**config.mk**
```make
export PLATFORM = sky130hd
export DESIGN_NAME = crt_reel_timer_trio
export DESIGN_NICKNAME = d
export VERILOG_FILES = /design/src/verilog/crt_pkg.sv /design/src/verilog/crt_flag_if.sv /design/src/verilog/crt_reel_timer_trio.sv /design/src/verilog/crt_flag_bank.sv
export VERILOG_INCLUDE_DIRS = /design/src /design/src/verilog
export SDC_FILE = /design/constraint.sdc
export NUM_CORES = 1
export LEC_CHECK = 0
export BUFFER_PORTS_ARGS = -buffer_cell sky130_fd_sc_hd__clkbuf_2
export CORE_UTILIZATION = 30
export CTS_CLUSTER_SIZE = 12
export DETAILED_ROUTE_END_ITERATION = 8
export PLACE_DENSITY = 0.47
export SLEW_MARGIN = 10
export SYNTH_ARGS = -nofsm -noshare
export SYNTH_HDL_FRONTEND = slang
export SYNTH_SLANG_ARGS = --single-unit
```
**constraint.sdc**
```tcl
create_clock -name core_clk_i -period 3.7 [get_ports core_clk_i]
set_input_delay 0.37 -clock core_clk_i [delete_from_list [all_inputs] [get_ports core_clk_i]]
set_output_delay 0.37 -clock core_clk_i [all_outputs]
set_load 0.05 [all_outputs]
```
**src/verilog/crt_defs.svh**
```systemverilog
// Constants of the capstan/reel timer trio: mode bit positions,
// reset values, prescaler taps and status flag positions.
// Assumes inclusion by bare name from every design file that needs it.
`ifndef CRT_DEFS_SVH
`define CRT_DEFS_SVH

`define CRT_ALL_ONES 8'hff
`define CRT_ZERO 8'h00
`define CRT_MODE_ONE_RST 8'h00
`define CRT_MODE_TWO_RST 8'h00

// Mode register one fields
`define CRT_M1_CLR 7
`define CRT_M1_ACBR 6
`define CRT_M1_RLD 5
`define CRT_M1_RLCK 4
`define CRT_M1_PS2_HI 3
`define CRT_M1_PS2_LO 2
`define CRT_M1_RLDCAP 1
`define CRT_M1_CPS 0

// Mode register two fields
`define CRT_M2_LAT 7
`define CRT_M2_PS1_HI 6
`define CRT_M2_PS1_LO 5
`define CRT_M2_PS3_HI 4
`define CRT_M2_PS3_LO 3
`define CRT_M2_CPSLM 2

// Status flags
`define CRT_NFLAG 5
`define CRT_F_IRQ1 0
`define CRT_F_IRQ2 1
`define CRT_F_REEL_PULSE_INPUT 2
`define CRT_F_CAPTURE_EVENT_FLAG 3
`define CRT_F_SLW 4

// Prescaler width and the three divided ticks (every 4, 16, 64 cycles)
`define CRT_PRE_W 6
`define CRT_DIV_A 6'h03
`define CRT_DIV_B 6'h0f
`define CRT_DIV_C 6'h3f

`endif

```
**src/verilog/crt_pkg.sv**
```systemverilog
// Types shared by the timer trio.
// Assumes crt_defs.svh is on the include path.
`default_nettype none
package crt_pkg;
  // Clock source select: the counter's own event or one of three divided clocks
  typedef enum logic [1:0] {
    CRT_SRC_EVT = 2'b00,
    CRT_SRC_DIV_A = 2'b01,
    CRT_SRC_DIV_B = 2'b10,
    CRT_SRC_DIV_C = 2'b11
  } crt_src_e;
  typedef logic [7:0] crt_byte_t;
endpackage
`default_nettype wire

```
**src/verilog/crt_flag_if.sv**
```systemverilog
// Carrier between the timer core and its status flag bank.
// Assumes both ends share core_clk_i.
`default_nettype none
`include "crt_defs.svh"
interface crt_flag_if;
  logic [`CRT_NFLAG-1:0] set;
  logic [`CRT_NFLAG-1:0] wdata;
  logic [`CRT_NFLAG-1:0] flags;
  logic rd;
  logic wr;
  logic clr_cap_slw;
  modport core (output set, wdata, rd, wr, clr_cap_slw, input flags);
  modport bank (input set, wdata, rd, wr, clr_cap_slw, output flags);
endinterface
`default_nettype wire

```
**src/verilog/crt_reel_timer_trio.sv**
```systemverilog
// Three cascaded 8-bit down-counters for capstan and reel control.
// Assumes pulse pins are asynchronous and software strobes are on core_clk_i.
//
// Operation
// - Reload write also loads counter at once
// - Reload mode underflow copies reload into counter
// - First and second counters capture jointly, 16 bits
// - Option: capture also clears counter
// - First capture trigger: FG or reel edge
// - Capture can raise third timer interrupt
// - Second counter: 8-bit, reload and capture registers
// - Second clock: first underflow or divided clocks
// - Second reload optional; writes still load counter
// - Second underflow raises second timer interrupt outside acceleration
// - Reset sets counters, reload and capture registers to ones; mode registers to zero
// - Second capture: FG, reel or third underflow
// - Third counter: 8-bit, reload, no capture
// - Third reload: underflow or control edge per source
// - Acceleration underflow sets FG mask; FG reloads timer
// - Acceleration FG before underflow reloads and interrupts
// - Braking FG before underflow keeps reloading
// - Braking underflow raises interrupt
// - Divided third counter gives slow-track delay interrupt
// - Third underflow captures second counter for identification
// - Reset selects mode identification configuration
// - First clock: FG edge or divided clocks
// - First underflow raises first timer interrupt
// - Third interrupt ORs capture and slow-track flags
// - Flag clears by zero after reading one; capture and slow-track flags also clear on a CPSLM change
`default_nettype none
`include "crt_defs.svh"
module crt_reel_timer_trio
  import crt_pkg::*;
(
  input wire logic core_clk_i,
  input wire logic nrst_i,
  input wire logic fg_pulse_i,
  input wire logic reel_pulse_input_i,
  input wire logic divided_ctl_pulse_i,
  input wire logic [2:0] load_wr_i,
  input wire logic [7:0] load_data_i,
  input wire logic mode_one_wr_i,
  input wire logic mode_two_wr_i,
  input wire logic [7:0] mode_data_i,
  input wire logic flag_rd_i,
  input wire logic flag_wr_i,
  input wire logic [`CRT_NFLAG-1:0] flag_data_i,
  output logic [7:0] fg_divide_counter_o,
  output logic [7:0] capture_speed_counter_o,
  output logic [7:0] ctl_divide_counter_o,
  output logic [7:0] capture_one_o,
  output logic [7:0] capture_two_o,
  output logic [7:0] timer_mode_reg_one_o,
  output logic [7:0] timer_mode_reg_two_o,
  output logic [`CRT_NFLAG-1:0] flags_o,
  output logic fg_mask_o
);
  crt_byte_t cnt1_q;
  crt_byte_t cnt2_q;
  crt_byte_t cnt3_q;
  crt_byte_t cap1_q;
  crt_byte_t cap2_q;
  crt_byte_t load_q [3];
  crt_byte_t mode1_q;
  crt_byte_t mode2_q;
  logic [2:0] pin_s1_q;
  logic [2:0] pin_s2_q;
  logic [2:0] pin_s3_q;
  logic [`CRT_PRE_W-1:0] pre_q;
  logic fg_mask_q;
  logic armed3_q;

  logic fg_edge;
  logic reel_edge;
  logic ctl_edge;
  logic [2:0] div;
  logic tick1;
  logic tick2;
  logic tick3;
  logic uf1;
  logic uf2;
  logic uf3;
  logic pin_cap;
  logic cap1;
  logic cap2;
  logic cap_mode1;
  logic clr_on_cap;
  logic rld2;
  logic ab_mode;
  logic accel;
  logic fg_rl2;
  logic ctl_clk;
  logic reload3;
  logic slw_ev;
  logic cp_slm;
  crt_src_e ps1;
  crt_src_e ps2;
  crt_src_e ps3;

  crt_flag_if fi ();

  function automatic logic pick_tick(input crt_src_e sel, input logic evt,
                                     input logic [2:0] dv);
    case (sel)
      CRT_SRC_EVT: pick_tick = evt;
      CRT_SRC_DIV_A: pick_tick = dv[0];
      CRT_SRC_DIV_B: pick_tick = dv[1];
      default: pick_tick = dv[2];
    endcase
  endfunction

  // Pin synchronisers; only the second and third stages feed logic
  always_ff @(posedge core_clk_i) begin
    if (!nrst_i) begin
      pin_s1_q <= '0;
      pin_s2_q <= '0;
      pin_s3_q <= '0;
    end else begin
      pin_s1_q <= {divided_ctl_pulse_i, reel_pulse_input_i, fg_pulse_i};
      pin_s2_q <= pin_s1_q;
      pin_s3_q <= pin_s2_q;
    end
  end

  assign fg_edge = pin_s2_q[0] & ~pin_s3_q[0];
  assign reel_edge = pin_s2_q[1] & ~pin_s3_q[1];
  assign ctl_edge = pin_s2_q[2] & ~pin_s3_q[2];

  // Free-running prescaler giving the three divided clocks
  always_ff @(posedge core_clk_i) begin
    if (!nrst_i) begin
      pre_q <= '0;
    end else begin
      pre_q <= pre_q + `CRT_PRE_W'(1);
    end
  end

  assign div[0] = (pre_q[1:0] == 2'(`CRT_DIV_A));
  assign div[1] = (pre_q[3:0] == 4'(`CRT_DIV_B));
  assign div[2] = (pre_q == `CRT_DIV_C);

  // Mode registers
  always_ff @(posedge core_clk_i) begin
    if (!nrst_i) begin
      mode1_q <= `CRT_MODE_ONE_RST;
      mode2_q <= `CRT_MODE_TWO_RST;
    end else begin
      if (mode_one_wr_i) begin
        mode1_q <= mode_data_i;
      end
      if (mode_two_wr_i) begin
        mode2_q <= mode_data_i;
      end
    end
  end

  assign ps1 = crt_src_e'(mode2_q[`CRT_M2_PS1_HI:`CRT_M2_PS1_LO]);
  assign ps2 = crt_src_e'(mode1_q[`CRT_M1_PS2_HI:`CRT_M1_PS2_LO]);
  assign ps3 = crt_src_e'(mode2_q[`CRT_M2_PS3_HI:`CRT_M2_PS3_LO]);
  assign cap_mode1 = mode1_q[`CRT_M1_RLDCAP];
  assign clr_on_cap = mode1_q[`CRT_M1_CLR];
  assign rld2 = mode1_q[`CRT_M1_RLD];
  assign ab_mode = rld2 & ~mode1_q[`CRT_M1_RLCK];
  assign accel = ab_mode & mode1_q[`CRT_M1_ACBR];
  assign cp_slm = mode2_q[`CRT_M2_CPSLM];
  assign ctl_clk = (ps3 == CRT_SRC_EVT);

  // Reload registers
  always_ff @(posedge core_clk_i) begin
    if (!nrst_i) begin
      for (int i = 0; i < 3; i++) begin
        load_q[i] <= `CRT_ALL_ONES;
      end
    end else begin
      for (int i = 0; i < 3; i++) begin
        if (load_wr_i[i]) begin
          load_q[i] <= load_data_i;
        end
      end
    end
  end

  // First counter
  assign tick1 = pick_tick(ps1, fg_edge, div);
  assign uf1 = tick1 && (cnt1_q == `CRT_ZERO);
  assign pin_cap = mode1_q[`CRT_M1_CPS] ? reel_edge : fg_edge;
  assign cap1 = cap_mode1 && pin_cap;

  always_ff @(posedge core_clk_i) begin
    if (!nrst_i) begin
      cnt1_q <= `CRT_ALL_ONES;
    end else if (load_wr_i[0]) begin
      cnt1_q <= load_data_i;
    end else if (cap1 && clr_on_cap) begin
      cnt1_q <= `CRT_ALL_ONES;
    end else if (uf1) begin
      cnt1_q <= cap_mode1 ? `CRT_ALL_ONES : load_q[0];
    end else if (tick1) begin
      cnt1_q <= cnt1_q - 8'h01;
    end
  end

  // Second counter
  assign tick2 = pick_tick(ps2, uf1, div);
  assign fg_rl2 = ab_mode && fg_edge;
  // An FG edge in the underflow cycle counts as arriving in time
  assign uf2 = tick2 && (cnt2_q == `CRT_ZERO) && !fg_rl2;
  assign cap2 = mode2_q[`CRT_M2_LAT] ? pin_cap : uf3;

  always_ff @(posedge core_clk_i) begin
    if (!nrst_i) begin
      cnt2_q <= `CRT_ALL_ONES;
    end else if (load_wr_i[1]) begin
      cnt2_q <= load_data_i;
    end else if (cap2 && clr_on_cap) begin
      cnt2_q <= `CRT_ALL_ONES;
    end else if (fg_rl2) begin
      cnt2_q <= load_q[1];
    end else if (uf2) begin
      cnt2_q <= rld2 ? load_q[1] : `CRT_ALL_ONES;
    end else if (tick2) begin
      cnt2_q <= cnt2_q - 8'h01;
    end
  end

  // Joint capture: the first counter latches with the same edge
  always_ff @(posedge core_clk_i) begin
    if (!nrst_i) begin
      cap1_q <= `CRT_ALL_ONES;
      cap2_q <= `CRT_ALL_ONES;
    end else begin
      if (cap1) begin
        cap1_q <= cnt1_q;
      end
      if (cap2) begin
        cap2_q <= cnt2_q;
      end
    end
  end

  // FG mask: an acceleration underflow hides the next FG from the interrupt
  always_ff @(posedge core_clk_i) begin
    if (!nrst_i) begin
      fg_mask_q <= 1'b0;
    end else if (!accel) begin
      fg_mask_q <= 1'b0;
    end else if (uf2) begin
      fg_mask_q <= 1'b1;
    end else if (fg_rl2) begin
      fg_mask_q <= 1'b0;
    end
  end

  // Third counter
  assign tick3 = pick_tick(ps3, ctl_edge, div);
  assign uf3 = tick3 && (cnt3_q == `CRT_ZERO);
  assign reload3 = ctl_clk ? uf3 : ctl_edge;

  always_ff @(posedge core_clk_i) begin
    if (!nrst_i) begin
      cnt3_q <= `CRT_ALL_ONES;
    end else if (load_wr_i[2]) begin
      cnt3_q <= load_data_i;
    end else if (reload3) begin
      cnt3_q <= load_q[2];
    end else if (uf3) begin
      cnt3_q <= `CRT_ALL_ONES;
    end else if (tick3) begin
      cnt3_q <= cnt3_q - 8'h01;
    end
  end

  // One slow-track event per control edge, so a free-running wrap stays quiet
  always_ff @(posedge core_clk_i) begin
    if (!nrst_i) begin
      armed3_q <= 1'b0;
    end else if (ctl_clk) begin
      armed3_q <= 1'b0;
    end else if (ctl_edge) begin
      armed3_q <= 1'b1;
    end else if (uf3) begin
      armed3_q <= 1'b0;
    end
  end

  assign slw_ev = uf3 && armed3_q && !ctl_clk && !ctl_edge;

  // Flag events
  always_comb begin
    fi.set = '0;
    fi.set[`CRT_F_IRQ1] = uf1;
    fi.set[`CRT_F_IRQ2] = (uf2 && !accel) || (accel && fg_edge && !fg_mask_q);
    fi.set[`CRT_F_CAPTURE_EVENT_FLAG] = (cap1 || cap2) && !cp_slm;
    fi.set[`CRT_F_SLW] = slw_ev && cp_slm;
    fi.set[`CRT_F_REEL_PULSE_INPUT] = fi.set[`CRT_F_CAPTURE_EVENT_FLAG] | fi.set[`CRT_F_SLW];
  end

  assign fi.rd = flag_rd_i;
  assign fi.wr = flag_wr_i;
  assign fi.wdata = flag_data_i;
  assign fi.clr_cap_slw = mode_two_wr_i && (mode_data_i[`CRT_M2_CPSLM] != cp_slm);

  crt_flag_bank u_flags (
    .core_clk_i(core_clk_i),
    .nrst_i(nrst_i),
    .fi(fi)
  );

  assign fg_divide_counter_o = cnt1_q;
  assign capture_speed_counter_o = cnt2_q;
  assign ctl_divide_counter_o = cnt3_q;
  assign capture_one_o = cap1_q;
  assign capture_two_o = cap2_q;
  assign timer_mode_reg_one_o = mode1_q;
  assign timer_mode_reg_two_o = mode2_q;
  assign flags_o = fi.flags;
  assign fg_mask_o = fg_mask_q;
endmodule
`default_nettype wire

```
**src/verilog/crt_flag_bank.sv**
```systemverilog
// Sticky status flags of the timer trio with read-then-write-zero clearing.
// Assumes rd marks a software read of the flags in that same cycle.
`default_nettype none
`include "crt_defs.svh"
module crt_flag_bank
  import crt_pkg::*;
(
  input wire logic core_clk_i,
  input wire logic nrst_i,
  crt_flag_if.bank fi
);
  logic [`CRT_NFLAG-1:0] flag_q;
  logic [`CRT_NFLAG-1:0] seen_q;
  logic [`CRT_NFLAG-1:0] clr;

  // Capture and slow-track flags also drop when their select bit changes
  always_comb begin
    clr = fi.wr ? (~fi.wdata & seen_q) : '0;
    if (fi.clr_cap_slw) begin
      clr[`CRT_F_CAPTURE_EVENT_FLAG] = 1'b1;
      clr[`CRT_F_SLW] = 1'b1;
    end
  end

  // A new event beats a clear in the same cycle
  always_ff @(posedge core_clk_i) begin
    if (!nrst_i) begin
      flag_q <= '0;
    end else begin
      flag_q <= fi.set | (flag_q & ~clr);
    end
  end

  // Remember which set flags software has seen
  always_ff @(posedge core_clk_i) begin
    if (!nrst_i) begin
      seen_q <= '0;
    end else begin
      seen_q <= (seen_q | (fi.rd ? flag_q : '0)) & flag_q & ~clr;
    end
  end

  assign fi.flags = flag_q;
endmodule
`default_nettype wire

```
After elaboration in Yosys (flattened, before gate mapping)
Memory sizes are Yosys's and may differ from the RTL's.
Index checks and enable logic that the tools add are counted.
- register bits after elaboration: 83
- bits in writable memories: 24
- bits of input ports: 33
- output and inout port bits: 62
- word-level logic and storage cells: 131
- memories kept: 1
- memories (name ; depth ; width ; read ports ; clocked after memory_dff ; write ports ; line ; RTL):
    load_q ; 3 ; 8 ; 3 ; 0 ; 3 ; crt_reel_timer_trio.sv:63 ; crt_byte_t load_q [3];
- add/subtract/negate cells: 4
- equal/unequal tests: 10
- multiplexer cells: 41
- bitwise logic cells: 22
- reduce and logical (&&, ||, !) cells: 38
- operator list (kind ; count):
    $mux W8 ; 18
    $logic_not A8 Y1 ; 3
    $sub A8 B1 Y8 const B ; 3
    $and A5 B5 Y5 ; 4
    $logic_and A1 B1 Y1 ; 17
    $mux W1 ; 17
    $mux W5 ; 2
    $not A5 Y5 ; 2
    $or A5 B5 Y5 ; 2
    $pmux W1 S3 ; 3
    $eq A2 B2 Y1 const B ; 4
    $reduce_bool A4 Y1 ; 2
    $add A6 B1 Y6 const B ; 1
    $eq A2 B1 Y1 const B ; 3
    $eq A6 B6 Y1 const B ; 1
    $logic_not A1 Y1 ; 6
    $logic_not A2 Y1 ; 3
    $and A1 B1 Y1 ; 5
    $not A1 Y1 ; 5
    $reduce_bool A5 Y1 ; 1
    $eq A4 B4 Y1 const B ; 1
    $or A1 B1 Y1 ; 4
    $reduce_bool A2 Y1 ; 2
    $logic_or A1 B1 Y1 ; 2
    4 further kinds ; 4

Logic depth before layout (Yosys ltp)
- depth in word-level cells: 11
- depth in mapped cells: 9
- depth with buffers taken out: 8

Cells and area by module
A second synthesis with hierarchy kept.
- cells, all modules: 526
- area total of the unflattened synthesis: 5051.1 um^2
- modules (own cells, without submodules) (module ; times used ; cells an instance ; area an instance (um^2) ; seq. area each (um^2)):
    crt_reel_timer_trio ; 1 ; 488 ; 4659.5 ; 2182.1
    crt_flag_bank ; 1 ; 38 ; 391.6 ; 200.2

Worst setup path before layout
No wires, ideal clock.
- kind: register to register
- from: register cnt3_q[0], in the netlist ctl_divide_counter_o[0]
- to: register cnt3_q[4], in the netlist ctl_divide_counter_o[4]
- setup time: 0.133 ns
- arrival time: 2.412 ns
- data required time: 3.567 ns
- slack: 1.154 ns
- cell stages (with the launch flop): 9
- path buffers: 1
- clock period less this slack: 2.546 ns
- path through: dfxtp_1 inv_1 ha_1 and4b_1 o31ai_1 buf_2 mux2i_1 o2111a_1 a31oi_1
- word-level cells in the longest chain between the ends: 5
- elaborated cells between the ends (all ways): 9
- classes of those cells: 1 x add/sub; 5 x mux; 3 x reduce/logical
- ends and longest elaborated chain (element ; line ; RTL):
    from (decl) ; crt_reel_timer_trio.sv:60 ; crt_byte_t cnt3_q;
    from (signal assigned) ; crt_reel_timer_trio.sv:261 ; cnt3_q <= `CRT_ALL_ONES;
    from (signal assigned) ; crt_reel_timer_trio.sv:263 ; cnt3_q <= load_data_i;
    from (signal assigned) ; crt_reel_timer_trio.sv:265 ; cnt3_q <= load_q[2];
    $sub A8 B1 Y8 or $logic_not A8 Y1 (tied branches) ; n/a ;
    $mux W8 or $logic_and A1 B1 Y1 (tied branches) ; crt_reel_timer_trio.sv:268, crt_reel_timer_trio.sv:256 ;
    $mux W8 or $mux W1 (tied branches) ; crt_reel_timer_trio.sv:266, crt_reel_timer_trio.sv:257 ;
    $mux W8 ; crt_reel_timer_trio.sv:264 ; end else if (reload3) begin
    $mux W8 ; crt_reel_timer_trio.sv:262 ; end else if (load_wr_i[2]) begin
Parallel ways exist; a longest one is shown, timed or not. The select of a mux whose other input is x is not followed.
A chain may end at the register's enable or synchronous reset.

Final worst setup path
- from: register cnt2_q[2], in the netlist capture_speed_counter_o[2]
- to: register cnt2_q[1], in the netlist capture_speed_counter_o[1]
- word-level cells in the longest chain between the ends: 7
- elaborated cells between the ends (all ways): 8
- classes of those cells: 4 x mux; 4 x reduce/logical
- ends and longest elaborated chain (element ; line ; RTL):
    from (decl) ; crt_reel_timer_trio.sv:59 ; crt_byte_t cnt2_q;
    from (signal assigned) ; crt_reel_timer_trio.sv:212 ; cnt2_q <= `CRT_ALL_ONES;
    from (signal assigned) ; crt_reel_timer_trio.sv:214 ; cnt2_q <= load_data_i;
    from (signal assigned) ; crt_reel_timer_trio.sv:216 ; cnt2_q <= `CRT_ALL_ONES;
    $logic_not A8 Y1 (no line) * ; n/a ;
    $logic_and A1 B1 Y1 * (2 in series) ; crt_reel_timer_trio.sv:207 ; assign uf2 = tick2 && (cnt2_q == `CRT_ZERO) && !fg_rl2;
    $mux W8 ; crt_reel_timer_trio.sv:219 ; end else if (uf2) begin
    $mux W8 ; crt_reel_timer_trio.sv:217 ; end else if (fg_rl2) begin
    $mux W8 ; crt_reel_timer_trio.sv:215 ; end else if (cap2 && clr_on_cap) begin
    $mux W8 ; crt_reel_timer_trio.sv:213 ; end else if (load_wr_i[1]) begin
Mark *: on every way between the ends. The rest lies on a longest branch, timed or not.

==> impl_metrics.yaml <==
finish:
  syn_to_final_growth_pct: 20.1
  final-seq-area_um2: 2380
  nFillCells: 1618
  drive_gt1_share_pct: 22.2
  n_antenna_cell: 0
  multi_input_area_um2: 2260
  nets: 637
  utilization_pct: 37.4
setup_path:
  cpPeakStageDelay_ns: 0.57
  crit_chain: "or4_4 -> o41ai_1 -> o211ai_1 -> nand2_1 -> mux2_2 -> a21oi_1"
  path_depth: 6
  worst-setup-path-type: "flop to flop"
  required_ns: 3.98
  critPathSlowestCell: "or4_4"
  reg2reg_to: "capture_speed_counter_o[1]"
  end_kind: "flop"
  cp.buffers_inverters: 0
  cp-start-kind: "flop"
  reg2regPathDepth: 6
  rrSetupSlack_ns: 1.18
  arrival_ns: 2.80
  cp_top_family: "compound AO/OA/AOI/OAI gates"
  reg2reg_from: "capture_speed_counter_o[2]"
  crit_fanout: 7
detailed_routing:
  drt-total-wl_mm: 13.7
  antenna_left: 0
  drt_iter0_drc: 280
  via_per_inst: 4.92
  wl_per_cell_um: 16.8
  vias: 4009
  firstDrtPassIters: 4
  drc_errors: 0
die:
  start_util_pct: 31.2
  die_h_um: 128
  core-area_um2: 15400
  die_w_um: 128
  num_rows: 45
  ios: 95
  dieArea_um2: 16500
pwr:
  leakagePower_uw: 0.00238
  power.density_nw_per_um2: 455
  p_seq_share_pct: 50.7
  netSwitchingFraction_pct: 28.3
  pwr-share-comb_pct: 13.5
  pwr-share-clk_pct: 35.8
  p_sw_uw: 740
  ir_drop_mv: 0.285
  intPower_uw: 1870
timing:
  finalHoldViolCount: 0
  skew_ns: 0.00900
  slew_headroom_pct: 35.6
  setup-tns-final_ns: 0
  finalMaxSlewViolations: 0
  fin_crit_sh_pct: 68.2
  timing.fmax_mhz: 396
  rsz0062_at_grt: "no"
  setup_viol: 0
  worst_pin_slew_ns: 0.962
  period_needed_ns: 2.52
logic_synthesis:
  ys_types: 58
  yosysSeqAreaShare_pct: 49.8
  avgSynthCellArea_um2: 9.32
  synthArstFlopShare_pct: 0
  ys_ff_latch: 107
  synth_edf_count: 24
  synthCells: 514
  synth_ff_type: "dfxtp_1"
  synth_area_um2: 4790
  yosysWarnings: 0
  synth_nets: 552
placed_design:
  portBuffers: 94
  place_congestion: 0.813
  dp_hpwl_mm: 10.3
worst_hold_path:
  hp-start: "reel_pulse_input_i"
  holdPathStages: 2
  hp-class: "primary input to flop"
  worstHoldEndpoint: "pin_s1_q[1]"
clocking:
  cts-root-buf: "clkbuf_16"
  htreeDepth: 3
  postCtsHoldBufs: 0
  clk_latency_ns: 0.35
  cts.path.max_buffers: 2
  cts.sinks: 107
  path_clk_slew_ns: 0.07
  cts_resized: 0
  cts_tree: "built"
  cts_buffers: 9
  cts_setup_buffers: 0
global_route:
  grt_pass1_wl_mm: 21.7
  grt_max_degree: 32
  grtUsageTotal_pct: 17.4
  antenna_found_initial: 0
  grt_pass1_vias: 3901
  grt_overflow: 0
status:
  status: "finished clean"
run:
  cap_violations: 0
## per-stage QoR
step / instance area [um2] / power (uW) / hold slack [ns] / cells / setup WS [ns]
after CTS: 5750 / 2650 / 0.213 / 815 / 1.16
after global routing: 5750 / 2740 / 0.225 / 815 / 0.920
after global placement: 5460 / 1700 / 0.429 / 799 / 1.25
after detailed placement: 5460 / 1710 / 0.424 / 799 / 1.19
final: 5750 / 2610 / 0.223 / 815 / 1.18
after floorplan: 4790 / 1580 / 0.412 / 514 / 1.15
## placed cells by master, fill, tap and decap left out, types with 2 or more instances in the layout
cell,instances
a31oi_1,6
nand3b_1,6
a211oi_1,3
nor3_1,10
mux2_2,3
o211ai_1,14
nor2_1,59
nand2b_1,8
buf_4,3
a221oi_1,2
clkbuf_2,94
o311ai_0,3
nor2b_1,3
clkbuf_8,3
or3_1,6
clkinv_2,3
o21ai_0,19
o31a_1,2
nor4_1,3
dfxtp_1,83
o22ai_1,5
a21oi_1,21
nand3_1,20
and3_1,3
nand2_1,61
clkbuf_16,9
or2_2,11
or3b_2,2
o31ai_1,3
xnor2_1,8
o32ai_1,5
nor4b_1,3
or4_4,2
and2_1,13
edfxtp_1,24
xor2_1,7
a21o_1,3
mux2i_1,31
ha_1,5
inv_1,13
## registers in the layout, summed over array words and instances, names as in the netlist
| register | flops |
|---|---|
| timer_mode_reg_one_o | 8 |
| armed3_q | 1 |
| pin_s3_q | 3 |
| pin_s1_q | 3 |
| pre_q | 6 |
| pin_s2_q | 3 |
| fg_mask_o | 1 |
| capture_speed_counter_o | 8 |
| u_flags.seen_q | 5 |
| capture_one_o | 8 |
| ctl_divide_counter_o | 8 |
| fg_divide_counter_o | 8 |
| load_q | 24 |
| u_flags.fi.flags | 5 |
| capture_two_o | 8 |
| timer_mode_reg_two_o | 8 |
## cell usage after synthesis (6+ instances only)
library cell | instances | area share (%)
dfxtp_1 | 83 | 35
nand2_1 | 61 | 4.8
nor2_1 | 59 | 4.6
mux2i_1 | 31 | 6.5
edfxtp_1 | 24 | 15
a21oi_1 | 21 | 2.2
nand3_1 | 20 | 2.1
o21ai_0 | 19 | 2.0
clkbuf_1 | 18 | 1.4
o211ai_1 | 14 | 2.2
and2_1 | 13 | 1.7
inv_1 | 13 | 1.0
or2_2 | 11 | 1.4
nor3_1 | 10 | 1.0
nand2b_1 | 8 | 1.0
xnor2_1 | 8 | 1.5
xor2_1 | 7 | 1.3
a31oi_1 | 6 | 0.78
nand3b_1 | 6 | 0.94
or3_1 | 6 | 0.78
## cell families after synthesis
kind of cell	Yosys count	share of synthesized area, %
AOI/OAI and AO/OA	99	13.8
adders and majority gates	5	1.31
buffers and inverters	38	3.08
DFF	107	49.8
muxes	34	7.19
xor gates and xnor gates	15	2.74
and+or+nand+nor	216	22.1
## routing by layer
layer  vias to the layer above  global-route usage [%]  routed length [um]
met5                         -                       0                   0
met4                         0                    4.64                 162
met3                        11                    3.58                 665
met2                        99                    28.1                6310
met1                      1896                    23.6                6580
li1                       2003                       -                   -
## power by group through the flow
stage / Sequential [uW] / Combinational (uW) / Clock, uW
2_1_floorplan: 1440 / 147 / 0
3_3_place_gp: 1350 / 353 / 0
3_5_place_dp: 1350 / 354 / 0
4_1_cts: 1330 / 355 / 967
5_1_grt: 1340 / 380 / 1020
6_report: 1330 / 352 / 936
## how the worst max path moves through the flow
stage | to | from
6_report | capture_speed_counter_o[1] | capture_speed_counter_o[2]
5_1_grt | fg_divide_counter_o[7] | pre_q[0]
4_1_cts | fg_divide_counter_o[7] | pre_q[0]
3_5_place_dp | fg_divide_counter_o[7] | pre_q[0]
3_3_place_gp | fg_divide_counter_o[7] | pre_q[0]
2_1_floorplan | ctl_divide_counter_o[4] | ctl_divide_counter_o[0]
## layout make-up
| type | count | share of cell area (%) |
|---|---|---|
| Clock buffer | 12 | 4.64 |
| Clock inverter | 4 | 0.413 |
| Inverter | 15 | 0.979 |
| Multi-Input combinational cell | 369 | 39.4 |
| Sequential cell | 107 | 41.4 |
| Tap cell | 211 | 4.59 |
| Timing Repair Buffer | 97 | 8.57 |
Note: power is estimated with default switching activity, not from simulation.
